===== config.mk =====
export PLATFORM = sky130hd
export DESIGN_NAME = sample_output_path
export DESIGN_NICKNAME = d
export VERILOG_FILES = /design/src/sample_output_path.v
export VERILOG_INCLUDE_DIRS = /design/src
export SDC_FILE = /design/constraint.sdc
export NUM_CORES = 1
export LEC_CHECK = 0
export BUFFER_PORTS_ARGS = -buffer_cell sky130_fd_sc_hd__buf_2
export CAP_MARGIN = 20
export CORE_MARGIN = 2
export CORE_UTILIZATION = 60
export DETAILED_ROUTE_END_ITERATION = 7
export GPL_ROUTABILITY_DRIVEN = 0
export GPL_TIMING_DRIVEN = 1
export HOLD_SLACK_MARGIN = 0.06
export PLACE_DENSITY = 0.75
export SLEW_MARGIN = 20
export SYNTH_ARGS = -nofsm -noshare
export SYNTH_HDL_FRONTEND = slang
export SYNTH_SLANG_ARGS = --single-unit

===== constraint.sdc =====
create_clock -name clk -period 5.17 [get_ports clk]
set_input_delay 0.517 -clock clk [delete_from_list [all_inputs] [get_ports clk]]
set_output_delay 0.517 -clock clk [all_outputs]
set_load 0.02 [all_outputs]

===== src/sample_path_defs.vh =====
/*
 constants for the pipelined sample output path.
 assumes inclusion by bare name from the design file.
*/
`ifndef SAMPLE_PATH_DEFS_VH
`define SAMPLE_PATH_DEFS_VH
`define WORD_W 8
`define CODE_ZERO 8'h00
`define CODE_FULL 8'hff
`define CLK_PERIOD_NS 10
`define APERTURE_DELAY_TENTHS_NS 15
`define FIFO_DEPTH 16
`define FIFO_AW 4
`define PIPE_HALF_CYCLES 5
`endif

===== src/sample_output_path.v =====
/*
 digital output path of an 8-bit pipelined sampling converter, with a
 16-word fifo between the pipeline and the output register.
 assumes an already quantised input word and above/below range flags
 from the analog front end, sampled on the falling edge of clk.
*/
`timescale 1ns/1ns
`default_nettype none
`include "sample_path_defs.vh"

module sample_fifo #(
	parameter WIDTH = 8,
	parameter DEPTH = 16,
	parameter AW = 4
) (
	// clock and reset
	input wire clk,
	input wire rst_n,
	// fill side
	input wire inValid,
	output wire inReady,
	input wire [WIDTH-1:0] inData,
	// drain side
	output wire outValid,
	input wire outReady,
	output wire [WIDTH-1:0] outData
);
	reg [WIDTH-1:0] mem [0:DEPTH-1];
	reg [AW-1:0] wrPtr_r;
	reg [AW-1:0] rdPtr_r;
	reg [AW:0] count_r;
	wire full;
	wire empty;
	wire doWr;
	wire doRd;

	// pointers wrap at the depth, which must be a power of two
	function [AW-1:0] nextPtr;
		input [AW-1:0] p;
		begin
			nextPtr = p + 1'b1;
		end
	endfunction

	function [AW:0] nextCount;
		input [AW:0] c;
		input wr;
		input rd;
		begin
			if (wr && !rd) begin
				nextCount = c + 1'b1;
			end else if (rd && !wr) begin
				nextCount = c - 1'b1;
			end else begin
				nextCount = c;
			end
		end
	endfunction

	assign full = (count_r == DEPTH[AW:0]);
	assign empty = (count_r == {(AW+1){1'b0}});
	assign inReady = !full;
	assign outValid = !empty;
	assign outData = mem[rdPtr_r];
	assign doWr = inValid && inReady;
	assign doRd = outValid && outReady;

	always @(posedge clk) begin
		if (doWr) begin
			mem[wrPtr_r] <= inData;
		end
	end

	always @(posedge clk) begin
		if (!rst_n) begin
			wrPtr_r <= {AW{1'b0}};
			rdPtr_r <= {AW{1'b0}};
			count_r <= {(AW+1){1'b0}};
		end else begin
			if (doWr) begin
				wrPtr_r <= nextPtr(wrPtr_r);
			end
			if (doRd) begin
				rdPtr_r <= nextPtr(rdPtr_r);
			end
			count_r <= nextCount(count_r, doWr, doRd);
		end
	end
endmodule

// Contract
// - capture the input word on every falling clock edge
// - output word changes only on a rising clock edge
// - result reaches output stage two and a half cycles after its sample
// - one new output word every clock cycle
// - eight-bit straight binary result between bottom and top reference
// - below range gives all zeros, above range all ones
// - sleep request high holds last word on outputs
// - converts continuously with no start command
module sample_output_path (
	// clock and reset
	input wire clk,
	input wire rst_n,
	// front end
	input wire [`WORD_W-1:0] quantWord,
	input wire belowRange,
	input wire aboveRange,
	// control
	input wire sleep_request_pin,
	// parallel output
	output reg [`WORD_W-1:0] sampleWord,
	output reg wordValid,
	output wire fifoReady
);
	localparam ST_RUN = 1'b0;
	localparam ST_SLEEP = 1'b1;

	reg state_r;
	reg state_nxt;
	reg [`WORD_W-1:0] sampled_r;
	reg [`WORD_W-1:0] stage1_r;
	reg stage1Valid_r;
	reg sampledValid_r;
	wire running;
	wire fifoInValid;
	wire fifoOutValid;
	wire [`WORD_W-1:0] fifoOut;
	wire drain;

	function [`WORD_W-1:0] clampCode;
		input [`WORD_W-1:0] w;
		input lo;
		input hi;
		begin
			if (lo) begin
				clampCode = `CODE_ZERO;
			end else if (hi) begin
				clampCode = `CODE_FULL;
			end else begin
				clampCode = w;
			end
		end
	endfunction

	// falling-edge capture; no reset so sampling never stalls
	always @(negedge clk) begin
		sampled_r <= clampCode(quantWord, belowRange, aboveRange);
		sampledValid_r <= rst_n;
	end

	// sample half a cycle before stage1; fifo write and output register
	// bring the word to the pins 2.5 cycles after its falling edge
	always @(posedge clk) begin
		if (!rst_n) begin
			stage1_r <= `CODE_ZERO;
			stage1Valid_r <= 1'b0;
		end else begin
			stage1_r <= sampled_r;
			stage1Valid_r <= sampledValid_r;
		end
	end

	// words arriving in sleep are dropped, not queued
	assign fifoInValid = stage1Valid_r && running;

	sample_fifo #(
		.WIDTH(`WORD_W),
		.DEPTH(`FIFO_DEPTH),
		.AW(`FIFO_AW)
	) u_fifo (
		.clk(clk),
		.rst_n(rst_n),
		.inValid(fifoInValid),
		.inReady(fifoReady),
		.inData(stage1_r),
		.outValid(fifoOutValid),
		.outReady(drain),
		.outData(fifoOut)
	);

	// draining stalls in sleep; the one queued word leaves first on wake
	assign drain = running;

	assign running = (state_r == ST_RUN);

	always @* begin
		state_nxt = state_r;
		case (state_r)
		ST_RUN: begin
			if (sleep_request_pin) begin
				state_nxt = ST_SLEEP;
			end
		end
		ST_SLEEP: begin
			if (!sleep_request_pin) begin
				state_nxt = ST_RUN;
			end
		end
		default: begin
			state_nxt = ST_RUN;
		end
		endcase
	end

	always @(posedge clk) begin
		if (!rst_n) begin
			state_r <= ST_RUN;
		end else begin
			state_r <= state_nxt;
		end
	end

	// output register updates on rising edges only, one word per cycle
	always @(posedge clk) begin
		if (!rst_n) begin
			sampleWord <= `CODE_ZERO;
			wordValid <= 1'b0;
		end else if (running && fifoOutValid) begin
			sampleWord <= fifoOut;
			wordValid <= 1'b1;
		end else if (!running) begin
			wordValid <= 1'b0;
		end
	end
endmodule
`default_nettype wire


==> run_results.csv, run 1 <==
group,metric,value,unit
clock_tree,cts-root-buf,"clkbuf_8",
synth,synth_top_cells_by_area,"edfxtp_1 59%, dfxtp_1 13%, mux4_2 5.5%, mux2i_1 5.4%, nor2_1 2.1%",
timing,fmax,322,MHz
setup_path,end_kind,"flip-flop",
timing,finalSetupViolCount,0,
detailed_routing,vias,3455,
clock_tree,post-cts-setup-buffers,0,
clock_tree,cts_tree,"done",
hold_path,min-delay-path-class,"in -> reg",
clock_tree,cts_buffers,17,
grt,grt_pass1_vias,3443,
clock_tree,clock_path_buffers,2,
synth,syn_area_per_cell,15.8,um2
grt,antenna_found_initial,0,
timing,min_period,3100,ps
job,max_cap_viol_count,0,
timing,tns,0,ps
detailed_routing,routed_wl,11900,um
synth,synth_edf_count,128,
synth,synth_commonest_cells,"128 x edfxtp_1, 41 x dfxtp_1, 37 x nor2_1",
synth,synth.top_cell.area_share,58.9,%
grt,grtUsageTotal,22.8,%
final_layout,finalInstanceArea,7400,um2
floorplanning,die_h,108,um
synth,synthesis.nets,436,
floorplanning,fp.dieArea,11700,um2
timing,final.setup_skew,33.4,ps
setup_path,cpPeakStageDelay,290,ps
detailed_routing,dr.pass1.iters,5,
synth,synth_area,6520,um2
timing,rsz0062_at_grt,"false",
clock_tree,hold_buffers,0,
final_layout,antenna_cells,0,
clock_tree,htreeDepth,4,
synth,ys_seq_elements,169,
synth,ys_types,38,
power_and_ir_drop,pwr_density_cell,468,nW/um2
setup_path,start_kind,"flip-flop",
setup_path,slowest_stage,"dfxtp_1",
place,numPortBuffers,22,
setup_path,crit_chain,"and2_1",
synth,ys.flop_type,"edfxtp_1",
setup_path,cp_top_family,"flip-flops",
timing,drv_slew,0,
synth,ys_async_sr_fraction,0,%
grt,grt_pass1_wl,19000,um
timing,tightest_slew,840,ps
setup_path,cp_data_required_time,5590,ps
floorplanning,rows,38,
floorplanning,die_w,108,um
final_layout,syn2layout_area_growth,13.4,%
synth,netlist_instances,413,
setup_path,critPathArrivalTime,3530,ps
floorplanning,coreArea,10700,um2
setup_path,path_class,"reg -> reg",
final_layout,final_layout_size_suffix_gt1_share,18.4,%
clock_tree,cts.sinks,169,
setup_path,cp_max_fo,1,
synth,yosysMostFrequentCell,"edfxtp_1",
detailed_routing,via_per_inst,5.75,
detailed_routing,wl_per_cell,19.9,um
timing,hold_violations,0,
floorplanning,ios,23,
grt,grt_overflow_total,0,
clock_tree,cts.repair.resized,0,
clock_tree,clock_latency,530,ps
floorplanning,start_util,60.7,%
power_and_ir_drop,p_total,3460,uW
detailed_routing,drc,0,
clock_tree,clk_pin_slew,70,ps
detailed_routing,ant_nets,0,
setup_path,crit_buf_inv,0,
timing,holdWs,184,ps
timing,maxSlewHeadroom,43.8,%
synth,ys_warn_count,0,
detailed_routing,drt-initial-drc-count,303,
synth,yosysTopAreaCell,"edfxtp_1",
place,placed_area,6740,um2
grt,grt_max_degree,40,
timing,fin_crit_sh,60.1,%
place,dp_hpwl,7570,um
final_layout,layout.nets,471,
run_status,status,"finished clean",
synth,seq_area_frac_synth,71.5,%
power_and_ir_drop,vdd_drop_max,265,uV
power_and_ir_drop,power_leakage,0.00255,uW
sequential cells by signal, indices dropped and copies added (netlist names):
| register | flops |
|---|---|
| u_fifo.count_r | 5 |
| sampled_r | 8 |
| u_fifo.mem | 128 |
| u_fifo.rdPtr_r | 4 |
| sampledValid_r | 1 |
| stage1Valid_r | 1 |
| u_fifo.wrPtr_r | 4 |
| sampleWord | 8 |
| wordValid | 1 |
| state_r | 1 |
| stage1_r | 8 |
cells in the final DEF (no fill, tap or decap), types with 2 or more instances in the layout:
| cell type | netlist | routed |
|---|---|---|
| edfxtp_1 | 128 | 128 |
| dfxtp_1 | 41 | 40 |
| nor2_1 | 37 | 37 |
| mux2i_1 | 35 | 35 |
| inv_1 | 14 | 22 |
| buf_2 | 6 | 22 |
| and2_1 | 18 | 18 |
| mux4_2 | 16 | 16 |
| o22ai_1 | 16 | 16 |
| clkbuf_16 | 0 | 16 |
| a21oi_1 | 13 | 13 |
| nor3_1 | 12 | 12 |
| ha_1 | 9 | 9 |
| a22oi_1 | 8 | 8 |
| o21ai_0 | 8 | 8 |
| nand2_1 | 7 | 7 |
| xor2_1 | 7 | 7 |
| buf_4 | 1 | 6 |
| clkinv_8 | 0 | 5 |
| inv_8 | 0 | 5 |
| inv_6 | 0 | 4 |
| nand3_1 | 3 | 3 |
| xnor2_1 | 2 | 2 |
| nor2b_1 | 2 | 2 |
| nand4_1 | 2 | 2 |
cell type report:
| cell class | instances | area (um2) |
|---|---|---|
| fill | 759 | 3350 |
| sequential | 169 | 4670 |
| timing repair buffer | 29 | 175 |
| multi-input combinational | 208 | 1690 |
| inverter | 14 | 53.8 |
| tap | 140 | 175 |
| clock buffer | 17 | 414 |
| clock inverter | 24 | 223 |
cells by family after synthesis:
kind of cell | Yosys count | synth area share (%)
fa+ha+maj | 10 | 2.03
mux | 51 | 10.9
flops | 169 | 71.5
buf+inv | 36 | 2.61
compound gates | 51 | 4.95
simple gates | 87 | 6.81
xor+xnor | 9 | 1.21
where the power goes:
part	leakage [uW]	internal, uW	total, uW	switching, uW
Clock	0.000342	648	1270	618
Combinational	0.000689	250	591	340
Sequential	0.00152	1520	1600	80.5
Total	0.00255	2420	3460	1040
per-layer routing:
layer,vias to the layer above,GRT usage [%],share of wire (%)
li1,1622,-,-
met1,1727,32.6,44
met2,92,35.4,49
met3,14,4.94,6.1
met4,0,7.42,1.2
met5,-,0,0
stage by stage:
stage               worst slack (ps)  std cells  util, %
floorplan                       1650        413        -
global placement                1660        560     62.8
detailed placement              1630        560     62.8
CTS                             2070        600     68.6
global route                    1790        601     68.8
finish                          2070        601     68.8
path summary, 6_finish.rpt:
| kind | start | to | depth (start not counted) | slack [ps] |
|---|---|---|---|---|
| setup reg to reg | sampled_r[5] | stage1_r[5] | 1 | 2070 |
| setup / recovery | sampled_r[5] | stage1_r[5] | 1 | 2070 |
| hold / removal | sleep_request_pin | state_r | 2 | 180 |
| hold reg to reg | state_r | wordValid | 1 | 480 |
No activity file was read; power rests on OpenSTA's default activity.
==> run 2: changes to the inputs <==
==> constraint.sdc (replaced) <==
create_clock -name clk -period 3.2 [get_ports clk]
set_input_delay 0.32 -clock clk [delete_from_list [all_inputs] [get_ports clk]]
set_output_delay 0.32 -clock clk [all_outputs]
set_load 0.02 [all_outputs]
==> run 2 against run 1 <==
Sequential power up 62%. Clock skew rose by 0.58 ps. Sequential share of layout area decreased by 0.14 points. Non-clock buffer count is 1 higher. Critical path depth increased by 9. Setup slack got worse by 1800 ps. Global-route usage increased by 0.56 points. Power is 63% higher.
==> run_results.csv, run 2 (synthesized netlist as in run 1, its figures left out) <==
group,metric,value,unit
detailed_routing,via_per_inst,5.84,
clock_tree,cts_buffers,17,
detailed_routing,ant_nets,0,
setup_path,r2r-start,"u_fifo.count_r[0]",
clock_tree,clk_pin_slew,70,ps
timing,fmax,346,MHz
floorplanning,coreArea,10700,um2
final_layout,nFillCells,763,
job,max_cap_viol_count,0,
clock_tree,cts.sinks,169,
clock_tree,cts-root-buf,"clkbuf_8",
place,numPortBuffers,22,
floorplanning,die_h,108,um
final_layout,finalNonFillerCells,602,
final_layout,antenna_cells,0,
grt,grt_pass1_vias,3497,
grt,grtUsageTotal,23.4,%
timing,min_period,2890,ps
timing,final.setup_skew,34.0,ps
setup_path,cp_data_required_time,3680,ps
setup_path,critPathArrivalTime,3370,ps
clock_tree,cts_tree,"done",
timing,fin_crit_sh,90.3,%
detailed_routing,dr.pass1.iters,5,
place,dp_hpwl,7850,um
power_and_ir_drop,power_leakage,0.00256,uW
run_status,status,"finished clean",
final_layout,top_register,"u_fifo.mem",
final_layout,final_layout_size_suffix_gt1_share,18.4,%
timing,maxSlewHeadroom,44.9,%
setup_path,critPathLaunch,"u_fifo.count_r[0]",
setup_path,end_kind,"flip-flop",
final_layout,largest_reg_flops,128,
setup_path,start_kind,"flip-flop",
timing,rsz0062_at_grt,"false",
grt,antenna_found_initial,0,
detailed_routing,wl_per_cell,20.5,um
grt,grt_max_degree,36,
grt,met3_usage,7.05,%
final_layout,layout.nets,472,
setup_path,cp_max_fo,13,
timing,finalWorstSetupSlack,311,ps
detailed_routing,drt-initial-drc-count,234,
clock_tree,clock_latency,540,ps
grt,grt_util_met1,31.6,%
final_layout,layout_common_cells,"128 x edfxtp_1, 40 x dfxtp_1, 37 x nor2_1, 35 x mux2i_1",
clock_tree,htreeDepth,4,
timing,drv_slew,0,
hold_path,hold_path_startpoint,"rst_n",
power_and_ir_drop,pwr_density_cell,761,nW/um2
grt,grt_overflow_total,0,
clock_tree,post-cts-setup-buffers,0,
final_layout,finalInstanceArea,7410,um2
timing,tightest_slew,823,ps
place,dp_slack,183,ps
setup_path,path_class,"reg -> reg",
grt,grt.busiest_layer,"met2",
final_layout,syn2layout_area_growth,13.6,%
timing,holdWs,213,ps
final_layout,layout_commonest_cell,"edfxtp_1",
place,dp_cells,561,
detailed_routing,vias,3514,
floorplanning,start_util,60.7,%
timing,hold_violations,0,
floorplanning,rows,38,
timing,finalSetupViolCount,0,
place,placed_area,6760,um2
detailed_routing,routed_wl,12300,um
floorplanning,ios,23,
floorplanning,die_w,108,um
grt,grt_pass1_wl,19200,um
floorplanning,fp.dieArea,11700,um2
hold_path,min-delay-path-class,"in -> reg",
grt,grt_util_met2,36.5,%
detailed_routing,drc,0,
timing,tns,0,ps
clock_tree,clock_path_buffers,2,
power_and_ir_drop,vdd_drop_max,481,uV
## run 2: power breakdown
part	switching [uW]	leakage (uW)	internal [uW]	total (uW)
clock network	916	0.000348	1140	2060
logic	578	0.000694	415	993
registers	125	0.00152	2460	2590
total	1620	0.00256	4020	5640
## run 2: path summary, 6_finish.rpt
path | to | slack, ps | depth (start not counted)
worst max-delay path | u_fifo.count_r[4] | 310 | 10
worst min-delay path | sampleWord[0] | 210 | 3
worst max register to register | u_fifo.count_r[4] | 310 | 10
worst min register to register | u_fifo.count_r[4] | 540 | 2
## run 2: metal layers
layer | wire length [um] | share of wire, %
met5 | 0 | 0
met4 | 311 | 2.5
met3 | 809 | 6.6
met2 | 5980 | 49
met1 | 5220 | 42
## run 2: worst max-delay path, stage by stage, from the launching register on
cell and delay [ps]:
dfxtp_1 360, nor4_4 540, a21oi_4 220, clkinv_2 200
ha_1 230, inv_1 110, ha_1 340, a21o_1 200
a21oi_1 200, mux2i_1 240, mux2i_1 190
## run 2: timing repair
item | 4_1_cts | 5_1_grt
setup endpoints to repair | 0 | 2
resized for setup | 0 | 1
hold buffers | 1 | 0
endpoints found under the hold margin | 1 | 0
## run 2: cell type report
type	instances	area (um2)	area share [%]
sequential	169	4670	62.9
multi-input combinational	208	1700	22.9
clock buffer	20	489	6.60
timing repair buffer	30	185	2.50
tap	140	175	2.36
clock inverter	21	146	1.98
inverter	14	53.8	0.726
## run 2: stage by stage
stage	power (uW)	utilization (%)
6_report	5640	69.0
5_1_grt	5860	69.0
4_1_cts	5650	68.9
3_5_place_dp	3630	62.9
3_3_place_gp	3580	62.9
2_1_floorplan	3380	-
==> run 3: changes to the inputs <==
--- a/config.mk
+++ b/config.mk
@@ -10,6 +10,7 @@
 export CAP_MARGIN = 20
 export CORE_MARGIN = 2
 export CORE_UTILIZATION = 60
+export CTS_BUF_LIST = sky130_fd_sc_hd__clkbuf_16
 export DETAILED_ROUTE_END_ITERATION = 7
 export GPL_ROUTABILITY_DRIVEN = 0
 export GPL_TIMING_DRIVEN = 1
==> run 3 against run 2 <==
Count of clock-buffer cells in the layout is the same. Critical endpoint unchanged. Via count grew 0.37%. Global-route usage is essentially flat. Non-clock buffer count shrank 1.
==> run_results.csv, run 3 (synthesized netlist as in run 1, its figures left out) <==
group,metric,value,unit
run_status,status,"finished clean",
clock_tree,cts.sinks,169,
clock_tree,cts-root-buf,"clkbuf_16",
final_layout,layout_common_cells,"128 x edfxtp_1, 40 x dfxtp_1, 37 x nor2_1, 35 x mux2i_1",
clock_tree,cts_buffers,17,
timing,hold_violations,0,
setup_path,path_class,"reg -> reg",
timing,finalWorstSetupSlack,307,ps
timing,drv_slew,0,
floorplanning,ios,23,
detailed_routing,ant_nets,0,
clock_tree,clock_latency,460,ps
power_and_ir_drop,vdd_drop_max,483,uV
clock_tree,post-cts-setup-buffers,0,
place,dp_hpwl,7850,um
grt,antenna_found_initial,0,
grt,grtUsageTotal,23.3,%
hold_path,min-delay-path-class,"in -> reg",
final_layout,final_layout_size_suffix_gt1_share,18.4,%
floorplanning,die_h,108,um
setup_path,cp_top_family,"compound AO/OA/AOI/OAI gates",
grt,grt_pass1_vias,3474,
power_and_ir_drop,pwr_density_cell,767,nW/um2
final_layout,finalNonFillerCells,601,
setup_path,cp_max_fo,13,
place,dp_cells,561,
final_layout,nFillCells,760,
setup_path,start_kind,"flip-flop",
final_layout,syn2layout_area_growth,13.6,%
final_layout,seqCellArea,4670,um2
final_layout,antenna_cells,0,
detailed_routing,wl_per_cell,20.5,um
clock_tree,clock_path_buffers,2,
final_layout,multi_input_area,1700,um2
detailed_routing,drt-initial-drc-count,248,
job,max_cap_viol_count,0,
timing,min_period,2890,ps
setup_path,crit_chain,"nor4_4, a21oi_4, clkinv_2, ha_1, inv_1, ha_1, a21o_1, a21oi_1, mux2i_1, mux2i_1",
timing,finalSetupViolCount,0,
timing,tns,0,ps
timing,rsz0062_at_grt,"false",
final_layout,layout.nets,471,
detailed_routing,drc,0,
floorplanning,die_w,108,um
place,dp_slack,183,ps
timing,holdWs,88.3,ps
floorplanning,coreArea,10700,um2
clock_tree,cts_tree,"done",
grt,grt_pass1_wl,19200,um
setup_path,critPathArrivalTime,3260,ps
detailed_routing,routed_wl,12300,um
final_layout,largest_reg_flops,128,
clock_tree,htreeDepth,4,
grt,grt_overflow_total,0,
power_and_ir_drop,power_leakage,0.00256,uW
timing,tightest_slew,820,ps
timing,fmax,346,MHz
timing,final.setup_skew,31.6,ps
timing,fin_crit_sh,90.4,%
timing,maxSlewHeadroom,45.1,%
setup_path,r2r_slack,310,ps
grt,grt_max_degree,36,
floorplanning,rows,38,
setup_path,crit_buf_inv,2,
final_layout,top_register,"u_fifo.mem",
floorplanning,start_util,60.7,%
setup_path,end_kind,"flip-flop",
detailed_routing,via_per_inst,5.87,
final_layout,utilization,69.0,%
detailed_routing,vias,3527,
floorplanning,fp.dieArea,11700,um2
clock_tree,hold_buffers,0,
detailed_routing,dr.pass1.iters,5,
clock_tree,clk_pin_slew,70,ps
place,numPortBuffers,22,
final_layout,layout_commonest_cell,"edfxtp_1",
setup_path,slowest_stage,"nor4_4",
clock_tree,cts.repair.resized,0,
setup_path,cp_data_required_time,3560,ps
setup_path,cpPeakStageDelay,540,ps
run 3: cell types whose count changed in the layout (fill, tap and decap cells not counted):
| cell | previous run | this run |
|---|---|---|
| clkbuf_8 | 1 | 0 |
| clkbuf_16 | 19 | 20 |
| dlygate4sd3_1 | 1 | 0 |
run 3: power by group:
group	total (uW)	leakage, uW	switching (uW)	internal (uW)
clock network	2100	0.000354	920	1180
registers	2590	0.00152	124	2460
logic	994	0.000690	579	414
run 3: final timing paths:
path | end | startpoint | cells after the start
hold reg to reg | u_fifo.count_r[4] | u_fifo.count_r[4] | 2
hold / removal | state_r | sleep_request_pin | 2
setup reg to reg | u_fifo.count_r[4] | u_fifo.count_r[0] | 10
setup / recovery | u_fifo.count_r[4] | u_fifo.count_r[0] | 10
run 3: final cells by class:
type                            instances  area share, %
Multi-Input combinational cell        208           22.9
Clock buffer                           20           6.75
Clock inverter                         21           1.97
Sequential cell                       169           62.9
Tap cell                              140           2.36
Timing Repair Buffer                   29           2.36
Inverter                               14          0.726
run 3: worst reg2reg max path, cell delays in order (launching register included):
cell and delay [ps]:
dfxtp_1 360, nor4_4 540, a21oi_4 220, clkinv_2 200
ha_1 230, inv_1 110, ha_1 340, a21o_1 200
a21oi_1 200, mux2i_1 230, mux2i_1 190
run 3: routing by layer:
layer	part of all wire (%)	vias to the layer above	wire, um	GRT usage, %
li1	-	1625	-	-
met1	42	1742	5200	31.6
met2	49	137	6040	36.6
met3	6.7	23	822	7.05
met4	2.2	0	269	7.88
met5	0	-	0	0
run 3: metrics by stage:
step                      power (uW)  area, um2
final                           5680       7410
after CTS                       5680       7410
after detailed placement        3630       6760
after global placement          3580       6760
after global routing            5900       7410
after floorplan                 3380       6520
